[src/tpp_pkg.sv]
// Shared constants and types of the trapezoid pulse positioner.
// Assumes a 100 MHz system clock and a 32-bit Avalon-MM register port.
package tpp_pkg;

  // ****************************************************
  // Clock and timing
  // ****************************************************
  localparam int unsigned CLK_PERIOD_NS = 10;
  localparam int unsigned MS_NS         = 1000000;
  localparam int unsigned MS_CYC        = MS_NS / CLK_PERIOD_NS;
  localparam logic [31:0] CLK_HZ        = 32'(1000000000 / CLK_PERIOD_NS);
  // Period of the 1.5 Hz speed that a setting of one stands for
  localparam int unsigned PER_1P5       = ((2 * 1000000000 / CLK_PERIOD_NS) + 2) / 3;

  // ****************************************************
  // Register byte offsets and fields
  // ****************************************************
  localparam logic [5:0] A_PCW   = 6'h00;
  localparam logic [5:0] A_COPY0 = 6'h04;
  localparam logic [5:0] A_COPY1 = 6'h08;
  localparam logic [5:0] A_CODE  = 6'h0C;
  localparam logic [5:0] A_F0    = 6'h10;
  localparam logic [5:0] A_FMAX  = 6'h14;
  localparam logic [5:0] A_RAMP  = 6'h18;
  localparam logic [5:0] A_TGT   = 6'h1C;
  localparam logic [5:0] A_START = 6'h20;
  localparam logic [5:0] A_STAT  = 6'h24;
  localparam logic [5:0] A_POSL  = 6'h28;
  localparam logic [5:0] A_POSH  = 6'h2C;
  localparam int unsigned PCW_CH   = 0;
  localparam int unsigned PCW_STOP = 3;

  // ****************************************************
  // Ramp steps and frequency limits
  // ****************************************************
  localparam logic [6:0]  N30    = 7'h1E;
  localparam logic [6:0]  N60    = 7'h3C;
  localparam logic [31:0] R0_LO  = 32'h1;
  localparam logic [31:0] R0_HI  = 32'h2648;
  localparam logic [31:0] R1_LO  = 32'h30;
  localparam logic [31:0] R2_LO  = 32'hBF;
  localparam logic [31:0] R12_HI = 32'h186A0;

  // ****************************************************
  // Types
  // ****************************************************
  // Control word, six hex digits from the top
  typedef struct packed {
    logic [3:0] zero;
    logic [3:0] steps;
    logic [3:0] duty;
    logic [3:0] frange;
    logic [3:0] absm;
    logic [3:0] scheme;
  } tpp_code_t;

  typedef enum logic [4:0] {
    S_IDLE   = 5'h01,
    S_DSTEP  = 5'h02,
    S_DDELTA = 5'h04,
    S_DPER   = 5'h08,
    S_RUN    = 5'h10
  } tpp_state_t;

  // Divider state
  typedef struct packed {
    logic        busy;
    logic        done;
    logic [5:0]  cnt;
    logic [32:0] rem;
    logic [31:0] q;
    logic [31:0] d;
  } tpp_dv_t;

  localparam tpp_dv_t DV_RST = '0;

  // Positioner state, held in one register
  typedef struct packed {
    tpp_state_t  st;
    logic        ack;
    logic [31:0] rdata;
    logic [15:0] pcw;
    logic [15:0] copy0;
    logic [15:0] copy1;
    tpp_code_t   code;
    logic [31:0] f0;
    logic [31:0] fmax;
    logic [15:0] ramp;
    logic [31:0] tgt;
    logic [31:0] pos;
    logic        busy;
    logic        done;
    logic        err;
    logic        dir;
    logic [31:0] remain;
    logic [31:0] spd;
    logic [31:0] delta;
    logic [31:0] stepms;
    logic [31:0] mscnt;
    logic [31:0] msn;
    logic [6:0]  k;
    logic        upd;
    logic [31:0] acc;
    logic [31:0] per;
    logic [31:0] pcnt;
    logic        pl;
    logic        fwd;
    logic        rev;
    logic        dstart;
    logic [31:0] dnum;
    logic [31:0] dden;
  } tpp_st_t;

  localparam tpp_st_t ST_RST = '{st: S_IDLE, default: '0};

  // Clamp a speed into the selected range; software limits are not trusted
  function automatic logic [31:0] clampf(input logic [3:0] rg, input logic [31:0] f);
    logic [31:0] lo;
    logic [31:0] up;
    lo = (rg == 4'h0) ? R0_LO : (rg == 4'h1) ? R1_LO : R2_LO;
    up = (rg == 4'h0) ? R0_HI : R12_HI;
    clampf = (f < lo) ? lo : (f > up) ? up : f;
  endfunction

endpackage

[src/tpp_div.sv]
// Serial restoring divider, one quotient bit per enabled clock.
// Assumes start is a one-cycle pulse from the same clock domain.
`timescale 1ns/1ps
module tpp_div (
  input  wire logic        clk,     // System clock
  input  wire logic        sys_rst, // Synchronous reset
  input  wire logic        ce,      // Clock enable
  input  wire logic        start,   // Launch a divide
  input  wire logic [31:0] num,     // Dividend
  input  wire logic [31:0] den,     // Divisor
  output logic             done,    // Result valid pulse
  output logic [31:0]      quot     // Quotient
);
  import tpp_pkg::*;

  tpp_dv_t r;
  tpp_dv_t n;
  logic [32:0] t;

  // ****************************************************
  // Next state
  // ****************************************************
  // Zero divisor gives all ones, which later clamps harmlessly
  always_comb begin
    n = r;
    n.done = 1'b0;
    t = {r.rem[31:0], r.q[31]};
    if (start) begin
      n.busy = 1'b1;
      n.cnt = 6'h20;
      n.rem = '0;
      n.q = num;
      n.d = den;
    end else if (r.busy) begin
      if (t >= {1'b0, r.d}) begin
        n.rem = t - {1'b0, r.d};
        n.q = {r.q[30:0], 1'b1};
      end else begin
        n.rem = t;
        n.q = {r.q[30:0], 1'b0};
      end
      n.cnt = r.cnt - 6'h1;
      if (r.cnt == 6'h1) begin
        n.busy = 1'b0;
        n.done = 1'b1;
      end
    end
  end

  // Registered state
  always_ff @(posedge clk) begin
    if (sys_rst) r <= DV_RST;
    else if (ce) r <= n;
  end

  assign done = r.done;
  assign quot = r.q;

endmodule // tpp_div

[src/tpp_positioner.sv]
// Trapezoidal pulse-train positioner with elapsed position counter.
// Assumes an Avalon-MM master on clk and a pulse-input motor driver.
// What this block does
// [RULE1] Elapsed position is 32 bits, read as two 16-bit words, low first.
// [RULE2] Software loads position only by one full 32-bit write.
// [RULE3] Control word writes keep a copy per addressed channel.
// [RULE4] Start reads table, accelerates, runs, decelerates, ends at count.
// [RULE5] Software keeps ramp ms at least steps times 1000 over initial speed.
// [RULE6] Steps field: zero gives 30 steps, one gives 60 steps.
// [RULE7] Duty field: zero gives half period high, one quarter.
// [RULE8] Range field selects 1.5Hz-9.8kHz, 48Hz-100kHz or 191Hz-100kHz.
// [RULE9] Mode codes 00,02,03 incremental, 10,12,13 absolute output schemes.
// [RULE10] Speeds are integer hertz clamped to range; one means 1.5 Hz.
// [RULE11] Software keeps initial speed at or below 30 kHz.
// [RULE12] Software keeps ramp time 30/60 to 32760 ms in step units.
// [RULE13] Ramp time rounds up to whole 30 or 60 ms units.
// [RULE14] Target is a signed 32-bit count over the full range.
// [RULE15] Software picks quarter duty at 50 Hz and above.
// [RULE16] Software performs home return after a stop halted output.
// [RULE17] Incremental: positive target forward counting up, negative reverse.
// [RULE18] Absolute: emit target minus position, direction from its sign.
// [RULE19] Control word digits: zero, steps, duty, range, two mode digits.
// [RULE20] Position moves by exactly one per emitted pulse; a pulse cut by stop resumes as a second pulse for the same step.
//
// The address map and the Avalon-MM slave port are this design's own decisions.
`timescale 1ns/1ps
module tpp_positioner #(
  parameter int unsigned MS_CYCLES = tpp_pkg::MS_CYC,  // Cycles per ms
  parameter int unsigned PER_SLOW  = tpp_pkg::PER_1P5  // 1.5 Hz period
) (
  input  wire logic        clk,               // System clock
  input  wire logic        sys_rst,           // Synchronous reset
  input  wire logic        ce,                // Clock enable
  input  wire logic [5:0]  avs_address,       // Byte address
  input  wire logic        avs_read,          // Read request
  input  wire logic        avs_write,         // Write request
  input  wire logic [31:0] avs_writedata,     // Write data
  input  wire logic [3:0]  avs_byteenable,    // Byte lanes
  output logic [31:0]      avs_readdata,      // Read data
  output logic             avs_waitrequest,   // Stall
  output logic             forward_pulse_out, // Forward pulse
  output logic             reverse_pulse_out, // Reverse pulse or direction
  output logic             positioning_busy   // Move in progress
);
  import tpp_pkg::*;

  // ****************************************************
  // State
  // ****************************************************
  tpp_st_t     r;
  tpp_st_t     n;
  logic        ddone;
  logic [31:0] dq;
  logic        req;
  logic        wr;
  logic        go;
  logic        stop;
  logic        mode_ok;
  logic        endp;
  logic        dec;
  logic        stp;
  logic [6:0]  nst;
  logic [6:0]  nk;
  logic [31:0] nst32;
  logic [31:0] hi;
  logic [31:0] diff;
  logic [31:0] mag;
  logic [31:0] nspd;
  logic [31:0] wm;

  // Register read view
  function automatic logic [31:0] rdmux(input tpp_st_t s, input logic [5:0] a);
    case (a)
      A_PCW:   rdmux = {16'h0000, s.pcw};
      A_COPY0: rdmux = {16'h0000, s.copy0};
      A_COPY1: rdmux = {16'h0000, s.copy1};
      A_CODE:  rdmux = {12'h000, s.code[19:0]}; // [RULE19]
      A_F0:    rdmux = s.f0;
      A_FMAX:  rdmux = s.fmax;
      A_RAMP:  rdmux = {16'h0000, s.ramp};
      A_TGT:   rdmux = s.tgt;
      A_STAT:  rdmux = {20'h00000, s.k, s.dir, s.pcw[PCW_STOP], s.err, s.done, s.busy};
      A_POSL:  rdmux = {16'h0000, s.pos[15:0]};  // [RULE1]
      A_POSH:  rdmux = {16'h0000, s.pos[31:16]}; // [RULE1]
      default: rdmux = 32'h0;
    endcase
  endfunction

  // Byte-lane merge
  function automatic logic [31:0] bem(input logic [31:0] o, input logic [31:0] w, input logic [3:0] be);
    for (int i = 0; i < 4; i++) bem[8*i +: 8] = be[i] ? w[8*i +: 8] : o[8*i +: 8];
  endfunction

  // ****************************************************
  // Helpers
  // ****************************************************
  assign req = avs_read | avs_write;
  assign wr = avs_write & r.ack & ce;
  assign wm = bem(rdmux(r, avs_address), avs_writedata, avs_byteenable);
  assign go = wr && (avs_address == A_START) && wm[0] && !r.busy;
  assign stop = r.copy0[PCW_STOP];
  assign nst = r.code.steps[0] ? N60 : N30; // [RULE6]
  assign nst32 = {25'h0, nst};
  assign hi = r.code.duty[0] ? (r.per >> 2) : (r.per >> 1); // [RULE7]
  assign endp = (r.pcnt == r.per - 32'h1);
  assign diff = r.code.absm[0] ? (r.tgt - r.pos) : r.tgt; // [RULE18]
  assign mag = diff[31] ? (32'h0 - diff) : diff; // [RULE14]
  assign mode_ok = (r.code.zero == 4'h0) && (r.code.steps <= 4'h1) && (r.code.duty <= 4'h1)
                && (r.code.frange <= 4'h2) && (r.code.absm <= 4'h1)
                && (r.code.scheme == 4'h0 || r.code.scheme == 4'h2 || r.code.scheme == 4'h3);

  // ****************************************************
  // Next state
  // ****************************************************
  always_comb begin
    n = r;
    n.dstart = 1'b0;
    stp = 1'b0;
    dec = 1'b0;
    nk = r.k;
    nspd = r.spd;
    // Answer one cycle after the request shows up
    n.ack = req & ~r.ack;
    if (req & ~r.ack) n.rdata = rdmux(r, avs_address);
    // Register writes; table and position refused during a move
    if (wr) begin
      case (avs_address)
        A_PCW: begin
          n.pcw = wm[15:0];
          if (wm[PCW_CH]) n.copy1 = wm[15:0]; // [RULE3]
          else n.copy0 = wm[15:0];            // [RULE3]
        end
        A_CODE:  if (!r.busy) n.code = wm[23:0];
        A_F0:    if (!r.busy) n.f0 = wm;
        A_FMAX:  if (!r.busy) n.fmax = wm;
        A_RAMP:  if (!r.busy) n.ramp = wm[15:0];
        A_TGT:   if (!r.busy) n.tgt = wm;
        A_POSL:  if (!r.busy && avs_byteenable == 4'hF) n.pos = avs_writedata; // [RULE2]
        default: ;
      endcase
    end
    case (r.st)
      S_IDLE: begin
        if (go) begin
          n.done = 1'b0;
          n.err = !mode_ok;
          if (mode_ok && diff == 32'h0) n.done = 1'b1;
          else if (mode_ok) begin
            n.busy = 1'b1;
            n.dir = !diff[31]; // [RULE17] [RULE18]
            n.remain = mag;
            n.k = 7'h0;
            n.acc = 32'h0;
            n.upd = 1'b0;
            n.mscnt = 32'h0;
            n.msn = 32'h0;
            n.st = S_DSTEP;
            n.dstart = 1'b1;
            n.dnum = {16'h0000, r.ramp} + nst32 - 32'h1; // [RULE13]
            n.dden = nst32;
          end
        end
      end
      S_DSTEP: begin
        if (ddone) begin
          n.stepms = (dq == 32'h0) ? 32'h1 : dq;
          n.st = S_DDELTA;
          n.dstart = 1'b1;
          n.dnum = (r.fmax > r.f0) ? (r.fmax - r.f0) : 32'h0;
          n.dden = nst32;
        end
      end
      S_DDELTA: begin
        if (ddone) begin
          n.delta = dq;
          n.spd = r.f0;
          n.st = S_DPER;
          n.dstart = 1'b1;
          n.dnum = CLK_HZ;
          n.dden = clampf(r.code.frange, r.f0); // [RULE8]
        end
      end
      S_DPER: begin
        if (ddone) begin
          // Setting of one means 1.5 Hz [RULE10]
          n.per = (clampf(r.code.frange, r.spd) == 32'h1) ? 32'(PER_SLOW) : dq;
          n.pcnt = 32'h0;
          n.st = S_RUN;
        end
      end
      S_RUN: begin
        // Stop freezes the move; resumes where it left off
        if (!stop) begin
          n.mscnt = r.mscnt + 32'h1;
          if (r.mscnt == 32'(MS_CYCLES - 1)) begin
            n.mscnt = 32'h0;
            n.msn = r.msn + 32'h1;
            if (r.msn == r.stepms - 32'h1) begin
              n.msn = 32'h0;
              stp = 1'b1;
            end
          end
          if (stp) n.upd = 1'b1;
          if (endp) begin
            n.pcnt = 32'h0;
            n.remain = r.remain - 32'h1;
            n.pos = r.dir ? (r.pos + 32'h1) : (r.pos - 32'h1); // [RULE20]
            dec = (r.remain - 32'h1) <= r.acc; // [RULE4]
            if (r.k < nst && !dec) n.acc = r.acc + 32'h1;
            if (r.remain == 32'h1) begin
              n.st = S_IDLE;
              n.busy = 1'b0;
              n.done = 1'b1; // [RULE4]
            end else if (r.upd || stp) begin
              n.upd = 1'b0;
              if (dec) nk = (r.k != 7'h0) ? (r.k - 7'h1) : 7'h0;
              else if (r.k < nst) nk = r.k + 7'h1;
              nspd = (nk == nst) ? r.fmax : (r.f0 + 32'(nk * r.delta)); // [RULE4]
              n.k = nk;
              if (nspd != r.spd) begin
                n.spd = nspd;
                n.st = S_DPER;
                n.dstart = 1'b1;
                n.dnum = CLK_HZ;
                n.dden = clampf(r.code.frange, nspd); // [RULE8]
              end
            end
          end else begin
            n.pcnt = r.pcnt + 32'h1;
          end
        end
      end
      default: n.st = S_IDLE;
    endcase
    // Output scheme per mode digit
    n.pl = (r.st == S_RUN) && !stop && (r.pcnt < hi);
    case (r.code.scheme)
      4'h0: begin
        n.fwd = r.pl & r.dir;  // [RULE9]
        n.rev = r.pl & ~r.dir;
      end
      4'h2: begin
        n.fwd = r.pl;
        n.rev = ~r.dir; // [RULE9]
      end
      4'h3: begin
        n.fwd = r.pl;
        n.rev = r.dir; // [RULE9]
      end
      default: begin
        n.fwd = 1'b0;
        n.rev = 1'b0;
      end
    endcase
  end

  // Registered state
  always_ff @(posedge clk) begin
    if (sys_rst) r <= ST_RST;
    else if (ce) r <= n;
  end

  tpp_div u_div (
    .clk     (clk),
    .sys_rst (sys_rst),
    .ce      (ce),
    .start   (r.dstart),
    .num     (r.dnum),
    .den     (r.dden),
    .done    (ddone),
    .quot    (dq)
  );

  assign avs_waitrequest = req & ~(r.ack & ce);
  assign avs_readdata = r.rdata;
  assign forward_pulse_out = r.fwd;
  assign reverse_pulse_out = r.rev;
  assign positioning_busy = r.busy;

  // ****************************************************
  // Checks
  // ****************************************************
  // High-time counter; all ones marks a pulse cut by stop
  logic [31:0] hcnt;
  always_ff @(posedge clk) begin
    if (sys_rst) hcnt <= 32'h0;
    else if (ce && stop) hcnt <= 32'hFFFFFFFF;
    else if (ce && !r.pl) hcnt <= 32'h0;
    else if (ce && hcnt != 32'hFFFFFFFF) hcnt <= hcnt + 32'h1;
  end
endmodule // tpp_positioner

[config.mk]
export PLATFORM = sky130hd
export DESIGN_NAME = tpp_positioner
export DESIGN_NICKNAME = d
export VERILOG_FILES = /design/src/tpp_pkg.sv /design/src/tpp_div.sv /design/src/tpp_positioner.sv
export SDC_FILE = /design/constraint.sdc
export NUM_CORES = 2
export LEC_CHECK = 0
export ABC_AREA = 0
export ABC_CLOCK_PERIOD_IN_PS = 34300
export BUFFER_PORTS_ARGS = -buffer_cell sky130_fd_sc_hd__clkbuf_2
export CAP_MARGIN = 20
export CORE_MARGIN = 4
export CORE_UTILIZATION = 65
export DETAILED_ROUTE_END_ITERATION = 8
export GPL_TIMING_DRIVEN = 0
export PLACE_DENSITY = 0.84
export SYNTH_ARGS = -nofsm -noshare
export SYNTH_HDL_FRONTEND = slang
export SYNTH_SLANG_ARGS = --single-unit
export TNS_END_PERCENT = 5
[constraint.sdc]
create_clock -name clk -period 34.3 [get_ports clk]
set_input_delay 6.86 -clock clk [delete_from_list [all_inputs] [get_ports clk]]
set_output_delay 6.86 -clock clk [all_outputs]
set_load 0.005 [all_outputs]
==> impl_metrics.prom <==
# TYPE chip_impl_metric gauge
chip_impl_info{name="outcome",value="finished, final reports clean"} 1
chip_impl_metric{name="die_width",unit="µm"} 296
chip_impl_metric{name="max-clock-path-buffers",unit=""} 3
chip_impl_metric{name="synth-seq-cells",unit=""} 725
chip_impl_metric{name="syn-cell-area",unit="µm²"} 53700
chip_impl_metric{name="timing.final.max_slew_violations",unit=""} 0
chip_impl_metric{name="rows",unit=""} 105
chip_impl_metric{name="p_per_area",unit="nW/µm²"} 31.8
chip_impl_metric{name="postCtsResizedCells",unit=""} 0
chip_impl_info{name="worstSetupStartpointType",value="input pin"} 1
chip_impl_info{name="min_delay_worst_endpoint",value="u_div.r[19]"} 1
chip_impl_metric{name="post_dp_cell_area",unit="µm²"} 55700
chip_impl_metric{name="dp.cells",unit=""} 8078
chip_impl_metric{name="worst_setup_hold_path_clk_slew",unit="ns"} 0.06
chip_impl_metric{name="synthArstFlopShare",unit="%"} 0
chip_impl_metric{name="dpl.hpwl",unit="µm"} 170000
chip_impl_metric{name="static-leakage-power",unit="nW"} 22.4
chip_impl_metric{name="drt_drc_violations_left",unit=""} 0
chip_impl_metric{name="hold_path_depth",unit=""} 2
chip_impl_metric{name="gp_congestion",unit=""} 1.12
chip_impl_metric{name="worst_slack_on_hold_paths",unit="ns"} 0.453
chip_impl_metric{name="portBuffers",unit=""} 78
chip_impl_metric{name="io-pin-count",unit=""} 83
chip_impl_metric{name="syn_avg_cell_area",unit="µm²"} 7.78
chip_impl_metric{name="timing.clock.skew",unit="ns"} 0.0367
chip_impl_metric{name="worst_path_largest_cell_delay",unit="ns"} 0.68
chip_impl_metric{name="drive_gt1_share",unit="%"} 6.33
chip_impl_metric{name="die_y",unit="µm"} 296
chip_impl_metric{name="cts_max_level",unit=""} 3
chip_impl_metric{name="multiInputGateArea",unit="µm²"} 36100
chip_impl_info{name="clock_tree_from_tritoncts",value="built"} 1
chip_impl_metric{name="area_delta_synth_final",unit="%"} 9.22
chip_impl_metric{name="grt_pass1_vias",unit=""} 51200
chip_impl_metric{name="grt_max_degree",unit=""} 24
chip_impl_metric{name="worst-r2r-cell-count",unit=""} 43
chip_impl_metric{name="post-route-util",unit="%"} 71.6
chip_impl_metric{name="dr.pass1.iters",unit=""} 9
chip_impl_info{name="timing.hold.worst.start",value="u_div.r[19]"} 1
chip_impl_info{name="critical_path_class",value="in -> out"} 1
chip_impl_metric{name="postSynthCellCount",unit=""} 6908
chip_impl_metric{name="number_of_antenna_violations_at_the_first_check_in_global_routing",unit=""} 15
chip_impl_metric{name="final_antenna_net_count",unit=""} 0
chip_impl_metric{name="worstMarginPinSlew",unit="ns"} 1.33
chip_impl_metric{name="relSlewSlack",unit="%"} 11.4
chip_impl_info{name="worstSetupEndpointType",value="output pin"} 1
chip_impl_metric{name="cts_inserted_buffers",unit=""} 79
chip_impl_metric{name="num-nets-final",unit=""} 7598
chip_impl_info{name="cp_cell_sequence",value="clkbuf_1 > buf_8 > buf_1 > buf_8 > buf_1 > buf_1 > a21oi_1 > clkbuf_2"} 1
chip_impl_metric{name="clock-sinks",unit=""} 725
chip_impl_metric{name="maxCapViolations",unit=""} 0
chip_impl_metric{name="synthesis.nets",unit=""} 7409
chip_impl_info{name="cpMaxStageDelayCell",value="sky130_fd_sc_hd__buf_1"} 1
chip_impl_metric{name="yosysUniqueCellTypes",unit=""} 98
chip_impl_metric{name="ys.warnings.count",unit=""} 0
chip_impl_metric{name="wl_cell",unit="µm"} 26.5
chip_impl_info{name="synth_flop_cell",value="sky130_fd_sc_hd__dfxtp_1"} 1
chip_impl_metric{name="hold_buffers",unit=""} 0
chip_impl_info{name="unrepaired_setup_endpoints_after_global_routing",value="false"} 1
chip_impl_metric{name="core-area",unit="µm²"} 82000
chip_impl_metric{name="fillers",unit=""} 6562
chip_impl_metric{name="grtUsageTotal",unit="%"} 48.3
chip_impl_metric{name="cp.depth",unit=""} 8
chip_impl_metric{name="setup_viol",unit=""} 0
chip_impl_info{name="crit-reg2reg-capture",value="r[9]"} 1
chip_impl_metric{name="worst_skew_pair.late_latency",unit="ns"} 0.68
chip_impl_metric{name="start_util",unit="%"} 65.6
chip_impl_metric{name="number_of_violations_reported_at_the_end_of_detailed_routing_iteration_0",unit=""} 8082
chip_impl_metric{name="grt_overflow",unit=""} 0
chip_impl_info{name="mostFrequentLayoutCells",value="sky130_fd_sc_hd__nand2_1 (845), sky130_fd_sc_hd__dfxtp_1 (725), sky130_fd_sc_hd__nor2_1 (688)"} 1
chip_impl_metric{name="finalHoldViolCount",unit=""} 0
chip_impl_metric{name="post-route-min-period",unit="ns"} 16.58
chip_impl_metric{name="crit_fanout",unit=""} 10
chip_impl_metric{name="post_route_setup_tns",unit="ns"} 0
chip_impl_metric{name="post-cts-setup-buffers",unit=""} 0
chip_impl_info{name="min-delay-path-class",value="reg -> reg"} 1
chip_impl_metric{name="worst_ep_arrival_time",unit="ns"} 9.72
chip_impl_metric{name="maxClockFrequency",unit="GHz"} 0.0603
chip_impl_metric{name="dr_total_vias",unit=""} 56200
chip_impl_info{name="clockRootBuffer",value="sky130_fd_sc_hd__clkbuf_16"} 1
chip_impl_metric{name="finish.cell_count_without_fillers",unit=""} 8243
chip_impl_metric{name="yosysSeqAreaShare",unit="%"} 27.0
chip_impl_metric{name="synth-edff-count",unit=""} 0
chip_impl_metric{name="critical_path.n_buffers_inverters",unit=""} 7
chip_impl_info{name="crit_path_frequent_cell",value="sky130_fd_sc_hd__buf_1"} 1
chip_impl_info{name="most_common_cell_after_layout_fill_and_taps_aside",value="sky130_fd_sc_hd__nand2_1"} 1
chip_impl_metric{name="wl",unit="µm"} 218000
chip_impl_metric{name="post-route-period-util",unit="%"} 48.4
chip_impl_info{name="crit_path_leading_delay_family",value="buffers and inverters"} 1
chip_impl_metric{name="final-seq-area",unit="µm²"} 14500
chip_impl_metric{name="grt_pass1_wl",unit="µm"} 320000
chip_impl_metric{name="critPathRequiredTime",unit="ns"} 27.44
chip_impl_metric{name="r2r_slack",unit="ns"} 18.25
chip_impl_metric{name="avgViaCountPerCell",unit=""} 6.82
chip_impl_metric{name="cell_area_after_layout",unit="µm²"} 58700
chip_impl_metric{name="floorplan.die_area",unit="µm²"} 87300
chip_impl_info{name="timing.rr.start",value="r[334]"} 1
chip_impl_metric{name="max-vdd-ir-drop",unit="mV"} 0.0371
## kinds of logic (layout without fill, tap and decap cells)
logic type,after synthesis,after routing,share of synthesized area (%)
AND/OR/NAND/NOR,2618,2618,23.0
AO/OA/AOI/OAI,1707,1707,20.3
buffers and inverters,795,1048,5.94
flip-flops,725,725,27.0
adder cells (fa/ha/maj),454,454,12.9
XOR/XNOR,404,404,6.72
multiplexers,205,205,4.08
other,0,12,0
## routing by layer
metal / part of all wire, % / up-vias / track usage [%]
met5: 0.030 / - / 0
met1: 37 / 26300 / 62.1
met4: 8.4 / 10 / 31.1
li1: - / 24800 / -
met3: 15 / 969 / 17.6
met2: 40 / 4182 / 68.5
## Yosys cell counts (73+ instances only)
library cell / n / area share [%]
sky130_fd_sc_hd__and3_1: 85 / 0.99
sky130_fd_sc_hd__inv_1: 378 / 2.6
sky130_fd_sc_hd__and2_1: 148 / 1.7
sky130_fd_sc_hd__nor4_1: 73 / 0.85
sky130_fd_sc_hd__fa_1: 167 / 6.2
sky130_fd_sc_hd__mux2i_1: 157 / 2.9
sky130_fd_sc_hd__clkbuf_1: 325 / 2.3
sky130_fd_sc_hd__nand2_1: 845 / 5.9
sky130_fd_sc_hd__xnor2_1: 226 / 3.7
sky130_fd_sc_hd__nand3_1: 166 / 1.5
sky130_fd_sc_hd__a211oi_1: 106 / 1.5
sky130_fd_sc_hd__dfxtp_1: 725 / 27
sky130_fd_sc_hd__a21o_1: 77 / 1.1
sky130_fd_sc_hd__a22oi_1: 77 / 1.1
sky130_fd_sc_hd__nor2_1: 688 / 4.8
sky130_fd_sc_hd__a21oi_1: 586 / 5.5
sky130_fd_sc_hd__nor3_1: 201 / 1.9
sky130_fd_sc_hd__ha_1: 287 / 6.7
sky130_fd_sc_hd__xor2_1: 173 / 2.8
sky130_fd_sc_hd__o21ai_0: 343 / 3.2
## worst register-to-register path: cells and delay by family (launching register included)
family	cells	cell delay [ns]
AO/OA/AOI/OAI	15	7.08
XOR/XNOR	2	0.61
adder cells (fa/ha/maj)	6	2.44
buffers and inverters	5	1.33
flip-flops	1	0.36
multiplexers	1	0.26
AND/OR/NAND/NOR	14	3.88
## per-stage QoR
step / total power (W) / setup slack, ns
after floorplan: 0.000898 / 19.38
after global placement: 0.000935 / 17.14
after detailed placement: 0.000938 / 17.42
after CTS: 0.00185 / 17.42
after global routing: 0.00189 / 17.75
final: 0.00187 / 17.72
## state kept, by name, summed over array words and instances (netlist names)
signal,flops
r,586
u_div.quot,32
avs_readdata,32
u_div.r,71
positioning_busy,1
u_div.done,1
forward_pulse_out,1
reverse_pulse_out,1
## where the power goes
part | internal (W) | switching (W) | leakage (nW)
sequential | 0.000844 | 0.00000156 | 5.84
clock | 0.000546 | 0.000394 | 1.38
combinational | 0.0000182 | 0.0000626 | 15.1
total | 0.00141 | 0.000458 | 22.4
## how the worst max path moves through the flow
stage / start / endpoint / slack (ns)
after floorplan: ce / avs_waitrequest / 19.38
after global placement: ce / avs_waitrequest / 17.14
after detailed placement: ce / avs_waitrequest / 17.42
after CTS: ce / avs_waitrequest / 17.42
after global routing: r[334] / r[9] / 17.75
final: ce / avs_waitrequest / 17.72
## cell type report
cell class                 count  share of cell area (%)
antenna                       12                  0.0512
buffer                       415                    3.01
clock buffer                 103                    3.85
clock inverter                42                   0.983
inverter                     380                    2.43
multi-input combinational   5388                    61.4
sequential                   725                    24.7
tap                         1070                    2.28
timing repair buffer         108                    1.24
Note: power is estimated with default switching activity, not from simulation.
